## src/include/blb_pkg.sv

```systemverilog
// Purpose: Shared constants and types of the bus lock, hold and burst control
// Assumes: clk is the double-rate input clock, bus runs on half of it
// Notes:   All counts are in bus states unless named otherwise
package blb_pkg;

	// ------------------------------------------------------------------
	// Timing
	// ------------------------------------------------------------------
	localparam int CLK_PERIOD_NS    = 10;
	// Bus states last two input clocks
	localparam int BUS_CLK_DIV      = 2;
	// Least reset hold, in input clocks, kept by the far side
	localparam int RESET_MIN_CLKS   = 41;

	// ------------------------------------------------------------------
	// Burst and checksum figures
	// ------------------------------------------------------------------
	localparam int           BEATS_MAX      = 8;
	localparam int           CKSUM_WORDS    = 8;
	localparam int           BEATS_PER_WORD = 2;
	localparam int           CKSUM_BURSTS   =
		CKSUM_WORDS * BEATS_PER_WORD / BEATS_MAX;
	localparam logic [3:0]   CKSUM_BEATS    = 4'h8;
	localparam logic [1:0]   LANES_NONE     = 2'h0;
	localparam logic [1:0]   LANES_BOTH     = 2'h3;
	localparam logic [3:0]   BEATS_ONE      = 4'h1;
	localparam logic [3:0]   BEATS_TWO      = 4'h2;

	// ------------------------------------------------------------------
	// Types
	// ------------------------------------------------------------------
	typedef enum logic [2:0] {
		K_READ,
		K_WRITE,
		K_ATOMIC_RD,
		K_ATOMIC_WR,
		K_INTACK
	} blb_kind_t;

	typedef enum logic [3:0] {
		S_SELFTEST,
		S_IDLE,
		S_LOCKWAIT,
		S_ADDR,
		S_DATA,
		S_CK_CHECK,
		S_FLOAT,
		S_HOLD,
		S_FAILED
	} blb_st_t;

endpackage

```

## src/rtl/blb_bus_ctrl.sv

```systemverilog
// Purpose: Lock, byte lane, hold handover and burst-last control of the bus
// Assumes: clk is the double-rate input clock; bus states last two clocks
// Notes:   Address and data drive are outside; this block sequences them
`timescale 1ns/1ps
module blb_bus_ctrl #(
	parameter int BEATS = blb_pkg::BEATS_MAX
) (
	// Clock and reset
	input  wire logic              clk,
	input  wire logic              resetn,
	// Core request port
	input  wire logic              req_valid,
	input  wire blb_pkg::blb_kind_t req_kind,
	input  wire logic [1:0]        req_lanes,
	input  wire logic [3:0]        req_beats,
	output logic                   req_taken,
	output logic                   beat_done,
	// Core init status
	input  wire logic              selftest_done,
	input  wire logic              selftest_pass,
	output logic                   init_done,
	output logic                   init_failed,
	// Memory side
	input  wire logic              mem_ready,
	input  wire logic [15:0]       mem_data,
	output logic                   addr_state_n,
	output logic                   addr_state_oe,
	// Lock line, open drain
	input  wire logic              lock_in,
	output logic                   lock_out,
	output logic                   lock_oe,
	// Byte lane strobes and final beat
	output logic [1:0]             byte_lane_strobe_n,
	output logic                   byte_lane_strobe_oe,
	output logic                   final_beat_n,
	output logic                   final_beat_oe,
	// Hold handover
	input  wire logic              hold_req,
	output logic                   bus_grant_ack,
	output logic                   bus_grant_ack_oe
);
	import blb_pkg::*;

	// ------------------------------------------------------------------
	// State
	// ------------------------------------------------------------------
	typedef struct packed {
		blb_st_t    st;
		logic       once;
		logic       atomic_pend;
		logic       intack;
		blb_kind_t  kind;
		logic [3:0] beats_left;
		logic [1:0] lanes;
		logic       ck;
		logic [1:0] ck_burst;
		logic       ck_clear;
		logic       taken;
		logic       beat;
		logic       done;
		logic       failed;
		logic       as_n;
		logic       drive;
		logic       lock_pull;
		logic [1:0] strobe_n;
		logic       final_n;
		logic       ack;
		logic       ack_en;
	} blb_ctl_t;

	localparam blb_ctl_t CTL_RESET = '{
		st: S_SELFTEST, once: 1'b0, atomic_pend: 1'b0, intack: 1'b0,
		kind: K_READ, beats_left: BEATS_ONE, lanes: LANES_NONE,
		ck: 1'b0, ck_burst: 2'h0, ck_clear: 1'b1, taken: 1'b0,
		beat: 1'b0, done: 1'b0, failed: 1'b0, as_n: 1'b1,
		drive: 1'b1, lock_pull: 1'b0, strobe_n: 2'h3,
		final_n: 1'b1, ack: 1'b0, ack_en: 1'b1};

	blb_ctl_t ctl_reg;
	blb_ctl_t ctl_next;
	logic     tick;
	logic     sum_zero;
	logic     ck_beat;

	initial begin
		if (BEATS < 1 || BEATS > BEATS_MAX)
			$error("BEATS out of range");
	end

	// ------------------------------------------------------------------
	// Helpers
	// ------------------------------------------------------------------
	// Bus state enable
	blb_tick_div #(
		.DIV (BUS_CLK_DIV)
	) u_div (
		.clk    (clk),
		.resetn (resetn),
		.tick   (tick)
	);

	// Checksum of the boot image beats
	assign ck_beat = tick && ctl_reg.st == S_DATA && mem_ready &&
		ctl_reg.ck;

	blb_cksum u_cksum (
		.clk        (clk),
		.resetn     (resetn),
		.clear      (ctl_reg.ck_clear),
		.beat_valid (ck_beat),
		.beat_data  (mem_data),
		.sum_zero   (sum_zero)
	);

	// Open an address state for a new transaction
	function automatic blb_ctl_t start_xfer(input blb_ctl_t s,
			input blb_kind_t k, input logic [1:0] l,
			input logic [3:0] b);
		blb_ctl_t t;
		t = s;
		t.st = S_ADDR;
		t.kind = k;
		t.lanes = l;
		t.beats_left = (b == 4'h0) ? BEATS_ONE : b;
		t.as_n = 1'b0;
		t.drive = 1'b1;
		t.ack = 1'b0;
		if (k == K_ATOMIC_RD)
			t.lock_pull = 1'b1;
		if (k == K_ATOMIC_WR) begin
			t.lock_pull = 1'b0;
			t.atomic_pend = 1'b0;
		end
		if (k == K_INTACK) begin
			t.lock_pull = 1'b1;
			t.intack = 1'b1;
		end
		return t;
	endfunction

	// Whether a request may begin now
	function automatic logic may_start(input blb_ctl_t s,
			input blb_kind_t k, input logic lk);
		may_start = !(k == K_ATOMIC_RD && !lk && !s.lock_pull);
	endfunction

	// ------------------------------------------------------------------
	// Next state
	// ------------------------------------------------------------------
	always_comb begin
		ctl_next = ctl_reg;
		ctl_next.taken = 1'b0;
		ctl_next.beat = 1'b0;
		ctl_next.ck_clear = 1'b0;
		if (tick) begin
			unique case (ctl_reg.st)
				S_SELFTEST: begin
					ctl_next.final_n = 1'b0;
					ctl_next.strobe_n = 2'h3;
					if (selftest_done) begin
						if (selftest_pass) begin
							ctl_next.final_n = 1'b1;
							ctl_next = start_xfer(ctl_next, K_READ,
								LANES_BOTH, CKSUM_BEATS);
							ctl_next.ck = 1'b1;
							ctl_next.ck_burst = 2'h0;
						end else begin
							ctl_next.st = S_FAILED;
							ctl_next.failed = 1'b1;
						end
					end
				end
				S_IDLE: begin
					if (hold_req && !ctl_reg.atomic_pend) begin
						ctl_next.st = S_FLOAT;
						ctl_next.drive = 1'b0;
					end else if (req_valid) begin
						if (may_start(ctl_reg, req_kind, lock_in)) begin
							ctl_next = start_xfer(ctl_next, req_kind,
								req_lanes, req_beats);
							ctl_next.taken = 1'b1;
						end else begin
							ctl_next.st = S_LOCKWAIT;
						end
					end
				end
				S_LOCKWAIT: begin
					if (lock_in)
						ctl_next.st = S_IDLE;
				end
				S_ADDR: begin
					ctl_next.st = S_DATA;
					ctl_next.as_n = 1'b1;
					ctl_next.strobe_n = ~ctl_reg.lanes;
					ctl_next.final_n = ctl_reg.beats_left != BEATS_ONE;
				end
				S_DATA: begin
					if (mem_ready) begin
						ctl_next.beat = !ctl_reg.ck;
						if (ctl_reg.beats_left == BEATS_ONE) begin
							ctl_next.strobe_n = 2'h3;
							ctl_next.final_n = 1'b1;
							if (ctl_reg.intack) begin
								ctl_next.lock_pull = 1'b0;
								ctl_next.intack = 1'b0;
							end
							if (ctl_reg.kind == K_ATOMIC_RD)
								ctl_next.atomic_pend = 1'b1;
							ctl_next.st = S_IDLE;
							if (ctl_reg.ck) begin
								if (ctl_reg.ck_burst ==
										2'(CKSUM_BURSTS - 1)) begin
									ctl_next.st = S_CK_CHECK;
								end else begin
									ctl_next = start_xfer(ctl_next,
										K_READ, LANES_BOTH, CKSUM_BEATS);
									ctl_next.ck_burst =
										ctl_reg.ck_burst + 2'h1;
								end
							end
						end else begin
							ctl_next.beats_left =
								ctl_reg.beats_left - BEATS_ONE;
							ctl_next.final_n =
								ctl_reg.beats_left != BEATS_TWO;
							ctl_next.strobe_n = ~ctl_reg.lanes;
						end
					end
				end
				S_CK_CHECK: begin
					ctl_next.ck = 1'b0;
					if (sum_zero) begin
						ctl_next.st = S_IDLE;
						ctl_next.done = 1'b1;
					end else begin
						ctl_next.st = S_FAILED;
						ctl_next.failed = 1'b1;
						ctl_next.final_n = 1'b0;
						ctl_next.strobe_n = 2'h3;
					end
				end
				S_FLOAT: begin
					ctl_next.st = S_HOLD;
					ctl_next.ack = 1'b1;
				end
				S_HOLD: begin
					if (!hold_req) begin
						ctl_next.ack = 1'b0;
						ctl_next.drive = 1'b1;
						ctl_next.st = S_IDLE;
						if (req_valid &&
								may_start(ctl_reg, req_kind, lock_in)) begin
							ctl_next = start_xfer(ctl_next, req_kind,
								req_lanes, req_beats);
							ctl_next.taken = 1'b1;
						end
					end
				end
				S_FAILED: begin
					ctl_next.final_n = 1'b0;
					ctl_next.strobe_n = 2'h3;
				end
			endcase
		end
		// Strap caught while reset is low
		if (!resetn) begin
			ctl_next = CTL_RESET;
			ctl_next.once = !lock_in;
		end
		// Emulator strap clears every enable flop
		// Done here so each enable output stays a bare flop
		if (ctl_next.once) begin
			ctl_next.drive     = 1'b0;
			ctl_next.lock_pull = 1'b0;
			ctl_next.ack_en    = 1'b0;
		end
	end

	// State register
	always_ff @(posedge clk) begin
		ctl_reg <= ctl_next;
	end

	// ------------------------------------------------------------------
	// Outputs
	// ------------------------------------------------------------------
	// Core side flags
	assign req_taken   = ctl_reg.taken;
	assign beat_done   = ctl_reg.beat;
	assign init_done   = ctl_reg.done;
	assign init_failed = ctl_reg.failed;

	assign lock_out = 1'b0;
	// Emulator strap already folded into the flops
	assign lock_oe = ctl_reg.lock_pull;

	assign byte_lane_strobe_n  = ctl_reg.strobe_n;
	assign byte_lane_strobe_oe = ctl_reg.drive;
	assign final_beat_n        = ctl_reg.final_n;
	assign final_beat_oe       = ctl_reg.drive;
	assign addr_state_n        = ctl_reg.as_n;
	assign addr_state_oe       = ctl_reg.drive;

	assign bus_grant_ack    = ctl_reg.ack;
	assign bus_grant_ack_oe = ctl_reg.ack_en;
endmodule

```

## src/rtl/blb_tick_div.sv

```systemverilog
// Purpose: Divides the input clock into a one-cycle bus state enable
// Assumes: One clock domain, synchronous active-low reset
// Notes:   First enable comes DIV cycles after reset release
`timescale 1ns/1ps
module blb_tick_div #(
	parameter int DIV = blb_pkg::BUS_CLK_DIV
) (
	// Clock and reset
	input  wire logic clk,
	input  wire logic resetn,
	// Enable out
	output logic      tick
);
	import blb_pkg::*;

	typedef struct packed {
		logic [7:0] cnt;
		logic       tick;
	} blb_div_t;

	blb_div_t div_reg;
	blb_div_t div_next;

	initial begin
		if (DIV < 1 || DIV > 255)
			$error("DIV out of range");
	end

	// Count down and pulse at the wrap
	always_comb begin
		div_next = div_reg;
		div_next.tick = 1'b0;
		if (div_reg.cnt == 8'h00) begin
			div_next.cnt = 8'(DIV - 1);
			div_next.tick = 1'b1;
		end else begin
			div_next.cnt = div_reg.cnt - 8'h01;
		end
	end

	// State register
	always_ff @(posedge clk) begin
		if (!resetn)
			div_reg <= '{cnt: 8'(DIV - 1), tick: 1'b0};
		else
			div_reg <= div_next;
	end

	assign tick = div_reg.tick;
endmodule

```

## src/rtl/blb_cksum.sv

```systemverilog
// Purpose: Sums 16-bit beats as 32-bit words, low half first
// Assumes: clear comes before the first beat of the image
// Notes:   sum_zero is valid one cycle after the last beat
`timescale 1ns/1ps
module blb_cksum (
	// Clock and reset
	input  wire logic        clk,
	input  wire logic        resetn,
	// Beat input
	input  wire logic        clear,
	input  wire logic        beat_valid,
	input  wire logic [15:0] beat_data,
	// Result
	output logic             sum_zero
);
	import blb_pkg::*;

	typedef struct packed {
		logic [31:0] acc;
		logic        high;
	} blb_ck_t;

	blb_ck_t ck_reg;
	blb_ck_t ck_next;

	// Place a beat in its half of the word
	function automatic logic [31:0] half_word(input logic [15:0] d,
			input logic hi);
		half_word = hi ? {d, 16'h0000} : {16'h0000, d};
	endfunction

	// Accumulate modulo two to the thirty-second
	always_comb begin
		ck_next = ck_reg;
		if (clear) begin
			ck_next.acc = 32'h0000_0000;
			ck_next.high = 1'b0;
		end else if (beat_valid) begin
			ck_next.acc = ck_reg.acc + half_word(beat_data, ck_reg.high);
			ck_next.high = ~ck_reg.high;
		end
	end

	// State register
	always_ff @(posedge clk) begin
		if (!resetn)
			ck_reg <= '0;
		else
			ck_reg <= ck_next;
	end

	assign sum_zero = (ck_reg.acc == 32'h0000_0000);
endmodule

```

## config.mk

```make
export PLATFORM = sky130hd
export DESIGN_NAME = blb_bus_ctrl
export DESIGN_NICKNAME = d
export VERILOG_FILES = /design/src/include/blb_pkg.sv /design/src/rtl/blb_bus_ctrl.sv /design/src/rtl/blb_tick_div.sv /design/src/rtl/blb_cksum.sv
export SDC_FILE = /design/constraint.sdc
export NUM_CORES = 1
export LEC_CHECK = 0
export ABC_CLOCK_PERIOD_IN_PS = 7500
export BUFFER_PORTS_ARGS = -buffer_cell sky130_fd_sc_hd__buf_4
export CAP_MARGIN = 20
export CELL_PAD_IN_SITES_DETAIL_PLACEMENT = 2
export CELL_PAD_IN_SITES_GLOBAL_PLACEMENT = 2
export CORE_MARGIN = 5
export CORE_UTILIZATION = 38
export CTS_CLUSTER_SIZE = 20
export DETAILED_ROUTE_END_ITERATION = 7
export PLACE_DENSITY_LB_ADDON = 0.1
export SYNTH_ARGS = -nofsm -noshare
export SYNTH_HDL_FRONTEND = slang
export SYNTH_SLANG_ARGS = --single-unit
```

## constraint.sdc

```tcl
create_clock -name clk -period 7.5 [get_ports clk]
set_clock_uncertainty 0.2 [all_clocks]
set_input_delay 1.5 -clock clk [delete_from_list [all_inputs] [get_ports clk]]
set_output_delay 1.5 -clock clk [all_outputs]
set_load 0.02 [all_outputs]
```

==> flow_summary.ini, run 1 <==
[placed_design]
dp_hpwl_mm = 14.6
pre_cts_slack_ps = 2860
port_buffers = 46
globalplace.congestion = 0.888

[sta]
finalHoldViolations = 0
fin_ws_ps = 3150
finalCritPeriodShare_pct = 58.0
slew-limit-headroom_pct = 24.9
rsz0062_at_grt = false
tns_ps = 0
fmax_ghz = 0.230
slew_violations = 0
setup_violations = 0
post-route-min-period_ps = 4350
worst_pin_slew_ps = 1120

[floorplan]
die_area_um2 = 16500
ios = 48
start_util_pct = 38.7
rows = 43
core_area_um2 = 13800
die_h_um = 129
die_w_um = 129

[detailed_routing]
ant_nets = 0
vias = 5366
drtIter0Drc = 280
routedWlPerCell_um = 21.1
viasPerCell = 5.87
post-route-drc-count = 0
first_pass_iters = 4
postRouteWirelength_mm = 19.3

[synthesis]
synth_cell_type_count = 70
yosysWarningCount = 0
synth_nets = 782
syn_avg_cell_area_um2 = 7.52
yosysTopAreaCellShare_pct = 27.7
synth_edf_count = 0
synth_top_flop_cell = dfxtp_1
ys_seq_area_share_pct = 27.7
async_reset_ff_share_pct = 0
synth_area_leader_cell = dfxtp_1
yosys-top-cells-area = dfxtp_1 (28%), ha_1 (8.7%), a21oi_1 (7.2%)
synth_cells = 711
synth-seq-cells = 74
synth_area_um2 = 5350

[grt]
track_usage_pct = 24.0
grt_pass1_wl_mm = 31.4
grt_pass1_vias = 5878
overflow = 0
grt_max_degree = 35
antenna_found_initial = 0

[worst_setup_path]
reg2reg_to = u_cksum.ck_reg[31]
worst-setup-path-type = input pin to register
crit_slowest_cell = fa_1
cp.arrival_ps = 4440
crit_path_start_kind = input pin
crit_path_cell_trace = buf_4 -> nor2b_1 -> ha_1 -> fa_1 -> a21oi_1 -> o221ai_1 -> o2111ai_1 -> a21bo_2 -> o21ai_1 -> a41oi_1 -> o21ai_1 -> a21oi_1 -> nand4b_1
rr_startpoint = u_cksum.ck_reg[0]
worstRegToRegCells = 13
slowest_delay_ps = 400
critPathMaxFanout = 3
rrSetupSlack_ps = 3810
crit_path_end_kind = register
cp.required_ps = 7590

[clocking]
clk_latency_ps = 350
root_buffer = clkbuf_16
cts_resized = 0
ctsHoldBuffers = 0
clockBufferDepth = 2
htreeDepth = 3
cts_sinks = 74
cts_setup_buffers = 0
cts_buffers = 9
cts_tree = built
path_clk_slew_ps = 60

[cells_and_area]
fin_util_pct = 43.8
largest_register_ffs = 33
drive_above_1_share_pct = 10.6
fin_nets = 800
syn_to_final_growth_pct = 13.4
n_antenna_cell = 0
fillers = 1620

[pwr]
power.density_nw_per_um2 = 196
irDropWorstVdd_uv = 101
leakage_nw = 2.45

[hold_path]
hp-start = u_div.div_reg[1]
min_path_type = register to register
holdPathStages = 1
hold_end = u_div.div_reg[1]

[job]
cap_violations = 0

[status]
status = completed
-- worst max-delay path by stage --
stage | startpoint | to | slack, ps | depth (start not counted)
2_1_floorplan | mem_data[0] | u_cksum.ck_reg[29] | 3430 | 12
3_3_place_gp | mem_data[0] | u_cksum.ck_reg[29] | 3000 | 13
3_5_place_dp | mem_data[0] | u_cksum.ck_reg[31] | 2860 | 13
4_1_cts | mem_data[0] | u_cksum.ck_reg[31] | 3190 | 13
5_1_grt | mem_data[0] | u_cksum.ck_reg[31] | 2920 | 13
6_report | mem_data[0] | u_cksum.ck_reg[31] | 3150 | 13
-- layout make-up --
| type | count | area (um^2) | area share, % |
|---|---|---|---|
| inverter | 23 | 86.3 | 1.42 |
| clock buffer | 12 | 246 | 4.07 |
| multi-input combinational | 571 | 3590 | 59.3 |
| timing repair buffer | 50 | 375 | 6.19 |
| tap | 180 | 225 | 3.72 |
| sequential | 74 | 1480 | 24.4 |
| clock inverter | 4 | 51.3 | 0.847 |
-- kinds of logic (layout without fill, tap and decap cells) --
| logic type | Yosys count | after routing | share of synthesized area (%) |
|---|---|---|---|
| xor gates and xnor gates | 36 | 36 | 5.90 |
| buffers and inverters | 66 | 89 | 5.06 |
| adders and majority gates | 38 | 38 | 9.04 |
| muxes | 5 | 5 | 0.960 |
| DFF | 74 | 74 | 27.7 |
| AOI/OAI and AO/OA | 196 | 196 | 23.9 |
| other | 1 | 1 | 0.0702 |
| and+or+nand+nor | 295 | 295 | 27.4 |
-- through the flow --
stage | power [mW] | area, um^2 | instances | hold slack, ps
2_1_floorplan | 0.648 | 5350 | 711 | 208
3_3_place_gp | 0.720 | 5760 | 898 | 227
3_5_place_dp | 0.742 | 5760 | 898 | 238
4_1_cts | 1.20 | 6060 | 914 | 253
5_1_grt | 1.25 | 6060 | 914 | 272
6_report | 1.19 | 6060 | 914 | 256
-- per-layer routing --
metal | vias up | global-route usage [%] | share of wire, %
li1 | 2567 | - | -
met1 | 2670 | 28.3 | 42
met2 | 102 | 44.1 | 52
met3 | 27 | 4.11 | 3.4
met4 | 0 | 7.54 | 2.4
met5 | - | 0 | 0
-- cells in the final DEF, fill, tap and decap left out, drive strengths merged, types with 3 or more instances in the layout --
master / instances
buf: 50
nor2: 64
dfxtp: 74
ha: 37
o221a: 3
nor4b: 3
o21ai: 33
or2: 5
inv: 23
o21a: 6
nand2: 85
mux2i: 4
and4: 3
a21oi: 77
nand2b: 11
a211oi: 13
or3: 3
clkbuf: 12
nor2b: 24
nand4b: 3
o21bai: 7
nand4: 9
a31oi: 5
and3: 4
nor3b: 4
o221ai: 3
o22ai: 5
nor3: 15
xnor2: 27
nand3: 26
o31ai: 6
and2: 21
xor2: 9
nor4: 10
a21o: 12
or4: 3
-- Yosys cell counts (all sizes together), types with 12 or more instances --
cell and instances:
nand2 85, a21oi 77, dfxtp 74, nor2 64
ha 37, o21ai 33, clkbuf 32, xnor2 27
nand3 26, nor2b 24, inv 23, and2 21
nor3 15, a211oi 13, a21o 12
-- report_power, final --
part	leakage (nW)	switching (mW)	internal, mW	total [mW]
clock network	0.143	0.184	0.267	0.452
logic	1.71	0.167	0.106	0.273
registers	0.599	0.0415	0.420	0.462
-- worst max-delay path, delay by kind of cell --
kind / cells / cell delay, ps
compound gates: 8 / 1950
fa+ha+maj: 2 / 620
buf+inv: 1 / 110
simple gates: 2 / 240
No activity file was read; power rests on OpenSTA's default activity.
==> inputs of run 2 (changes only) <==
--- a/config.mk
+++ b/config.mk
@@ -5,13 +5,14 @@
 export SDC_FILE = /design/constraint.sdc
 export NUM_CORES = 1
 export LEC_CHECK = 0
-export ABC_CLOCK_PERIOD_IN_PS = 7500
+export ABC_AREA = 1
+export ABC_CLOCK_PERIOD_IN_PS = 3500
 export BUFFER_PORTS_ARGS = -buffer_cell sky130_fd_sc_hd__buf_4
 export CAP_MARGIN = 20
 export CELL_PAD_IN_SITES_DETAIL_PLACEMENT = 2
 export CELL_PAD_IN_SITES_GLOBAL_PLACEMENT = 2
 export CORE_MARGIN = 5
-export CORE_UTILIZATION = 38
+export CORE_UTILIZATION = 29
 export CTS_CLUSTER_SIZE = 20
 export DETAILED_ROUTE_END_ITERATION = 7
 export PLACE_DENSITY_LB_ADDON = 0.1
==> constraint.sdc (replaced) <==
create_clock -name clk -period 3.5 [get_ports clk]
set_clock_uncertainty 0.2 [all_clocks]
set_input_delay 0.7 -clock clk [delete_from_list [all_inputs] [get_ports clk]]
set_output_delay 0.7 -clock clk [all_outputs]
set_load 0.02 [all_outputs]
==> flow_summary.ini, run 2 <==
[status]
status = completed

[pwr]
power.density_nw_per_um2 = 375
power_switching_uw = 947
leakage_nw = 3.76
clockPowerShare_pct = 37.6
p_sw_share_pct = 35.4
intPower_mw = 1.73
power_frac_seq_pct = 37.1
comb_power_share_pct = 25.3
irDropWorstVdd_uv = 216

[sta]
post-route-min-period_ps = 2770
finalCritPeriodShare_pct = 79.2
tns_ps = 0
fin_ws_ps = 729
whs_ps = 194
worst_pin_slew_ps = 670
slew_violations = 0
setup_violations = 0
fmax_ghz = 0.361
slew-limit-headroom_pct = 55.0
rsz0062_at_grt = false
finalHoldViolations = 0

[hold_path]
min_path_type = register to register
hp-start = u_div.div_reg[1]
hold_end = u_div.div_reg[1]
holdPathStages = 1

[grt]
grt_busiest_layer = met2
track_usage_pct = 19.3
globalRouteMet3Util_pct = 2.16
grt_pass1_wl_mm = 37.1
grt_pass1_vias = 6849
grt_use_met1_pct = 29.2
grt_max_degree = 31
gr-usage-met2_pct = 29.9
antenna_found_initial = 0
overflow = 0

[worst_setup_path]
reg2reg_to = u_cksum.ck_reg[31]
cp.required_ps = 3540
worstRegToRegCells = 16
worst-setup-path-type = register to register
critPathMaxFanout = 24
crit_path_start_kind = register
crit_path_end_kind = register
cp.arrival_ps = 2810
rrSetupSlack_ps = 730
rr_startpoint = u_cksum.ck_reg[0]

[synthesis]
yosys-top-cells-area = dfxtp_1 (24%), nand2_1 (16%), inv_1 (12%)
synth_edf_count = 0
synth_nets = 1109
yosysWarningCount = 0
synthTopCellsByCount = nand2_1 (271), inv_1 (192), nor2_1 (123), a21oi_1 (83), dfxtp_1 (74)
synth_cells = 1038
syn_avg_cell_area_um2 = 5.97
synth_area_um2 = 6190
yosysMostFrequentCell = nand2_1
ys_seq_area_share_pct = 23.9
synth_area_leader_cell = dfxtp_1
async_reset_ff_share_pct = 0
synth_top_flop_cell = dfxtp_1
yosysTopAreaCellShare_pct = 23.9
synth_cell_type_count = 50
synth-seq-cells = 74

[cells_and_area]
multi_input_area_um2 = 3800
fin_nets = 1151
fin_util_pct = 33.9
register_area_um2 = 1480
drive_above_1_share_pct = 10.0
layout_commonest_cell = nand2_1
syn_to_final_growth_pct = 15.1
final_cell_mix = nand2_1 (271), inv_1 (192), nor2_1 (123)
n_antenna_cell = 0
fillers = 2648
largest_register_ffs = 33

[clocking]
cts_resized = 0
root_buffer = clkbuf_16
path_clk_slew_ps = 70
clk_latency_ps = 350
cts_buffers = 9
cts_sinks = 74
ctsHoldBuffers = 0
cts_tree = built
htreeDepth = 3
cts_setup_buffers = 0
clockBufferDepth = 2

[floorplan]
core_area_um2 = 21000
die_h_um = 156
ios = 48
rows = 53
die_area_um2 = 24400
start_util_pct = 29.5
die_w_um = 156

[detailed_routing]
routedWlPerCell_um = 17.3
first_pass_iters = 4
vias = 6566
ant_nets = 0
viasPerCell = 4.83
postRouteWirelength_mm = 23.5
drtIter0Drc = 308
post-route-drc-count = 0

[placed_design]
globalplace.congestion = 0.839
port_buffers = 46
dp_hpwl_mm = 19.6
pre_cts_slack_ps = 536

[job]
cap_violations = 0
-- run 2: cell types whose count changed after synthesis, sizes merged, moves of 23 or more --
cell,previous run,this run
nor2b,24,0
nand3,26,65
xnor2,27,4
clkbuf,32,8
nand2,85,282
inv,23,202
nor2,64,131
-- run 2: how the worst max path moves through the flow --
stage                      startpoint                 end  cells after the start
detailed placement        mem_data[0]  u_cksum.ck_reg[31]                     17
floorplan           u_cksum.ck_reg[0]  u_cksum.ck_reg[29]                     17
CTS                 u_cksum.ck_reg[0]  u_cksum.ck_reg[31]                     16
global placement          mem_data[0]  u_cksum.ck_reg[31]                     17
global route        u_cksum.ck_reg[0]  u_cksum.ck_reg[23]                     16
finish              u_cksum.ck_reg[0]  u_cksum.ck_reg[31]                     16
-- run 2: area by class of cell --
type                    count  share of cell area (%)
clock buffers               9                    3.16
clock inverters             7                    1.18
inverters                 204                    10.7
multi-input cells         736                    53.2
flip-flops and latches     74                    20.8
well taps                 275                    4.83
repair buffers             55                    6.07
-- run 2: cells by family after synthesis --
logic type               count (synthesis)  share of synthesized area, %
AO/OA/AOI/OAI                          158                          14.0
other                                    1                        0.0605
buffers and inverters                  228                          14.8
flip-flops                              74                          23.9
AND/OR/NAND/NOR                        521                          36.9
XOR/XNOR                                18                          2.54
adder cells (fa/ha/maj)                 38                          7.80
-- run 2: worst max-delay path: stages, from the launching register on --
cell	delay [ps]
dfxtp_1	340
buf_4	270
nor2_1	90
ha_1	210
fa_1	410
nand3_1	100
nand2_1	110
nand2_1	90
nand2_1	120
nand3_1	100
nand2_1	180
nand2_1	140
nand2_1	60
nand2_1	70
nand3_1	60
nand2_1	70
inv_1	40
-- run 2: per-stage QoR --
stage / total power [mW] / cell area [um^2] / std cells
2_1_floorplan: 1.48 / 6190 / 1038
3_3_place_gp: 1.67 / 6790 / 1343
3_5_place_dp: 1.70 / 6820 / 1344
4_1_cts: 2.72 / 7130 / 1360
5_1_grt: 2.84 / 7130 / 1360
6_report: 2.68 / 7130 / 1360
-- run 2: per-layer routing --
| layer | routed length [um] | part of all wire, % | vias to the layer above |
|---|---|---|---|
| met1 | 12500 | 53 | 3169 |
| li1 | - | - | 3321 |
| met5 | 0 | 0 | - |
| met2 | 10000 | 43 | 59 |
| met3 | 696 | 3.0 | 17 |
| met4 | 214 | 0.91 | 0 |
-- run 2: power by group through the flow --
| stage | clock [mW] | combinational [mW] | sequential, mW |
|---|---|---|---|
| finish | 1.01 | 0.677 | 0.993 |
| global route | 1.07 | 0.770 | 1.00 |
| CTS | 1.04 | 0.688 | 0.994 |
| detailed placement | 0 | 0.683 | 1.01 |
| global placement | 0 | 0.662 | 1.01 |
| floorplan | 0 | 0.481 | 1.00 |
==> inputs of run 3 (changes only) <==
--- a/config.mk
+++ b/config.mk
@@ -6,13 +6,13 @@
 export NUM_CORES = 1
 export LEC_CHECK = 0
 export ABC_AREA = 1
-export ABC_CLOCK_PERIOD_IN_PS = 3500
+export ABC_CLOCK_PERIOD_IN_PS = 2700
 export BUFFER_PORTS_ARGS = -buffer_cell sky130_fd_sc_hd__buf_4
 export CAP_MARGIN = 20
 export CELL_PAD_IN_SITES_DETAIL_PLACEMENT = 2
 export CELL_PAD_IN_SITES_GLOBAL_PLACEMENT = 2
 export CORE_MARGIN = 5
-export CORE_UTILIZATION = 29
+export CORE_UTILIZATION = 33
 export CTS_CLUSTER_SIZE = 20
 export DETAILED_ROUTE_END_ITERATION = 7
 export PLACE_DENSITY_LB_ADDON = 0.1
==> constraint.sdc (replaced) <==
create_clock -name clk -period 2.7 [get_ports clk]
set_clock_uncertainty 0.2 [all_clocks]
set_input_delay 0.54 -clock clk [delete_from_list [all_inputs] [get_ports clk]]
set_output_delay 0.54 -clock clk [all_outputs]
set_load 0.02 [all_outputs]
==> flow_summary.ini, run 3 (synthesized netlist as in run 2, its figures left out) <==
[status]
status = completed

[worst_setup_path]
crit_path_start_kind = register
cp.required_ps = 2760
rr_startpoint = u_cksum.ck_reg[0]
slowest_delay_ps = 370
rrSetupSlack_ps = 200
crit_path_cell_trace = buf_12 -> nor2_1 -> ha_1 -> nand3_1 -> nand3_1 -> nand2_1 -> nand2_1 -> nand2_1 -> nand2_1 -> nand3_1 -> nand3_1 -> nand3_1 -> nand2_1 -> inv_1
crit_slowest_cell = dfxtp_2
crit_path_end_kind = register
worstRegToRegCells = 14
cp_num_buf_inv = 2
reg2reg_to = u_cksum.ck_reg[28]
critPathMaxFanout = 23
cp.arrival_ps = 2550
crit_family = simple AND/OR/NAND/NOR gates
worst-setup-path-type = register to register

[clocking]
cts_sinks = 74
htreeDepth = 3
path_clk_slew_ps = 70
clk_latency_ps = 360
root_buffer = clkbuf_16
cts_tree = built
cts_buffers = 9
clockBufferDepth = 2

[sta]
fmax_ghz = 0.401
slew-limit-headroom_pct = 50.1
whs_ps = 201
finalCritPeriodShare_pct = 92.4
post-route-min-period_ps = 2500
slew_violations = 0
worst_pin_slew_ps = 748
setup_violations = 0
finalHoldViolations = 0

[floorplan]
die_w_um = 147
core_area_um2 = 18600
start_util_pct = 33.3
die_area_um2 = 21600
rows = 50
ios = 48
die_h_um = 147

[cells_and_area]
syn_to_final_growth_pct = 16.6
n_antenna_cell = 0
layout_commonest_cell = nand2_1
final_cell_mix = nand2_1 (270), inv_1 (192), nor2_1 (122)
fin_nets = 1169
drive_above_1_share_pct = 12.1
finalNonFillerCells = 1337
largest_register_ffs = 33

[detailed_routing]
post-route-drc-count = 0
m1WireLength_mm = 12.0
vias = 6733
drtIter0Drc = 219
postRouteWirelength_mm = 23.9
routed.top_layer = met4
met3_length_um = 651
viasPerCell = 5.04
route.met2.wl_mm = 10.9
ant_nets = 0
first_pass_iters = 4
routedWlPerCell_um = 17.9

[placed_design]
dp_hpwl_mm = 19.5
port_buffers = 46
globalplace.congestion = 0.909
dp.cells = 1321

[pwr]
irDropWorstVdd_uv = 382
power_mw = 3.51
leakage_nw = 3.85
power.density_nw_per_um2 = 486

[hold_path]
holdPathStages = 1
hp-start = u_div.div_reg[1]
min_path_type = register to register
hold_end = u_div.div_reg[1]

[grt]
grt_pass1_wl_mm = 38.3
grt_max_degree = 37
antenna_found_initial = 0
overflow = 0
grt_pass1_vias = 7227
track_usage_pct = 22.4

[job]
cap_violations = 0
[run 3: changes by cell type in the layout (fill, tap and decap cells not counted), sizes merged]
cell,change
clkinv,-1
clkinvlp,+1
buf,+18
[run 3: area by class of cell]
cell class              count  area [um^2]
multi-input cells         736         3810
flip-flops and latches     74         1480
inverters                 204          766
repair buffers             73          561
clock buffers               9          225
clock inverters             7         82.6
fillers                  2360        11400
well taps                 234          293
[run 3: worst max path at each step]
stage / endpoint / startpoint / slack, ps / depth (start not counted)
2_1_floorplan: u_cksum.ck_reg[29] / u_cksum.ck_reg[0] / 180 / 17
3_3_place_gp: u_cksum.ck_reg[31] / mem_data[0] / 30 / 17
3_5_place_dp: u_cksum.ck_reg[29] / mem_data[0] / -20 / 17
4_1_cts: u_cksum.ck_reg[29] / u_cksum.ck_reg[0] / 110 / 14
5_1_grt: u_cksum.ck_reg[30] / u_cksum.ck_reg[0] / -6 / 15
6_report: u_cksum.ck_reg[28] / u_cksum.ck_reg[0] / 200 / 14
[run 3: per-stage QoR]
step | TNS, ps | area [um^2] | utilization [%] | worst slack, ps
finish | 0 | 7220 | 38.9 | 205
global route | -5.58 | 7220 | 38.9 | -5.58
CTS | 0 | 7200 | 38.8 | 105
detailed placement | -27.0 | 6900 | 37.1 | -23.9
global placement | 0 | 6900 | 37.1 | 30.9
floorplan | 0 | 6190 | - | 178
[run 3: timing repair]
item,in CTS,in global routing
hold buffers,0,0
gates resized for setup,0,6
setup buffers,0,0
hold endpoints to repair,0,0
setup endpoints to repair,0,12
[run 3: layer usage]
metal  up-vias  global-route usage (%)
met5         -                       0
met4         0                    5.55
met3        16                    2.10
met2        68                    36.8
met1      3289                    31.6
li1       3360                       -
[run 3: power breakdown]
group	leakage, nW	switching (mW)	internal [mW]
clock	0.145	0.594	0.734
combinational	3.10	0.593	0.308
sequential	0.600	0.0854	1.20
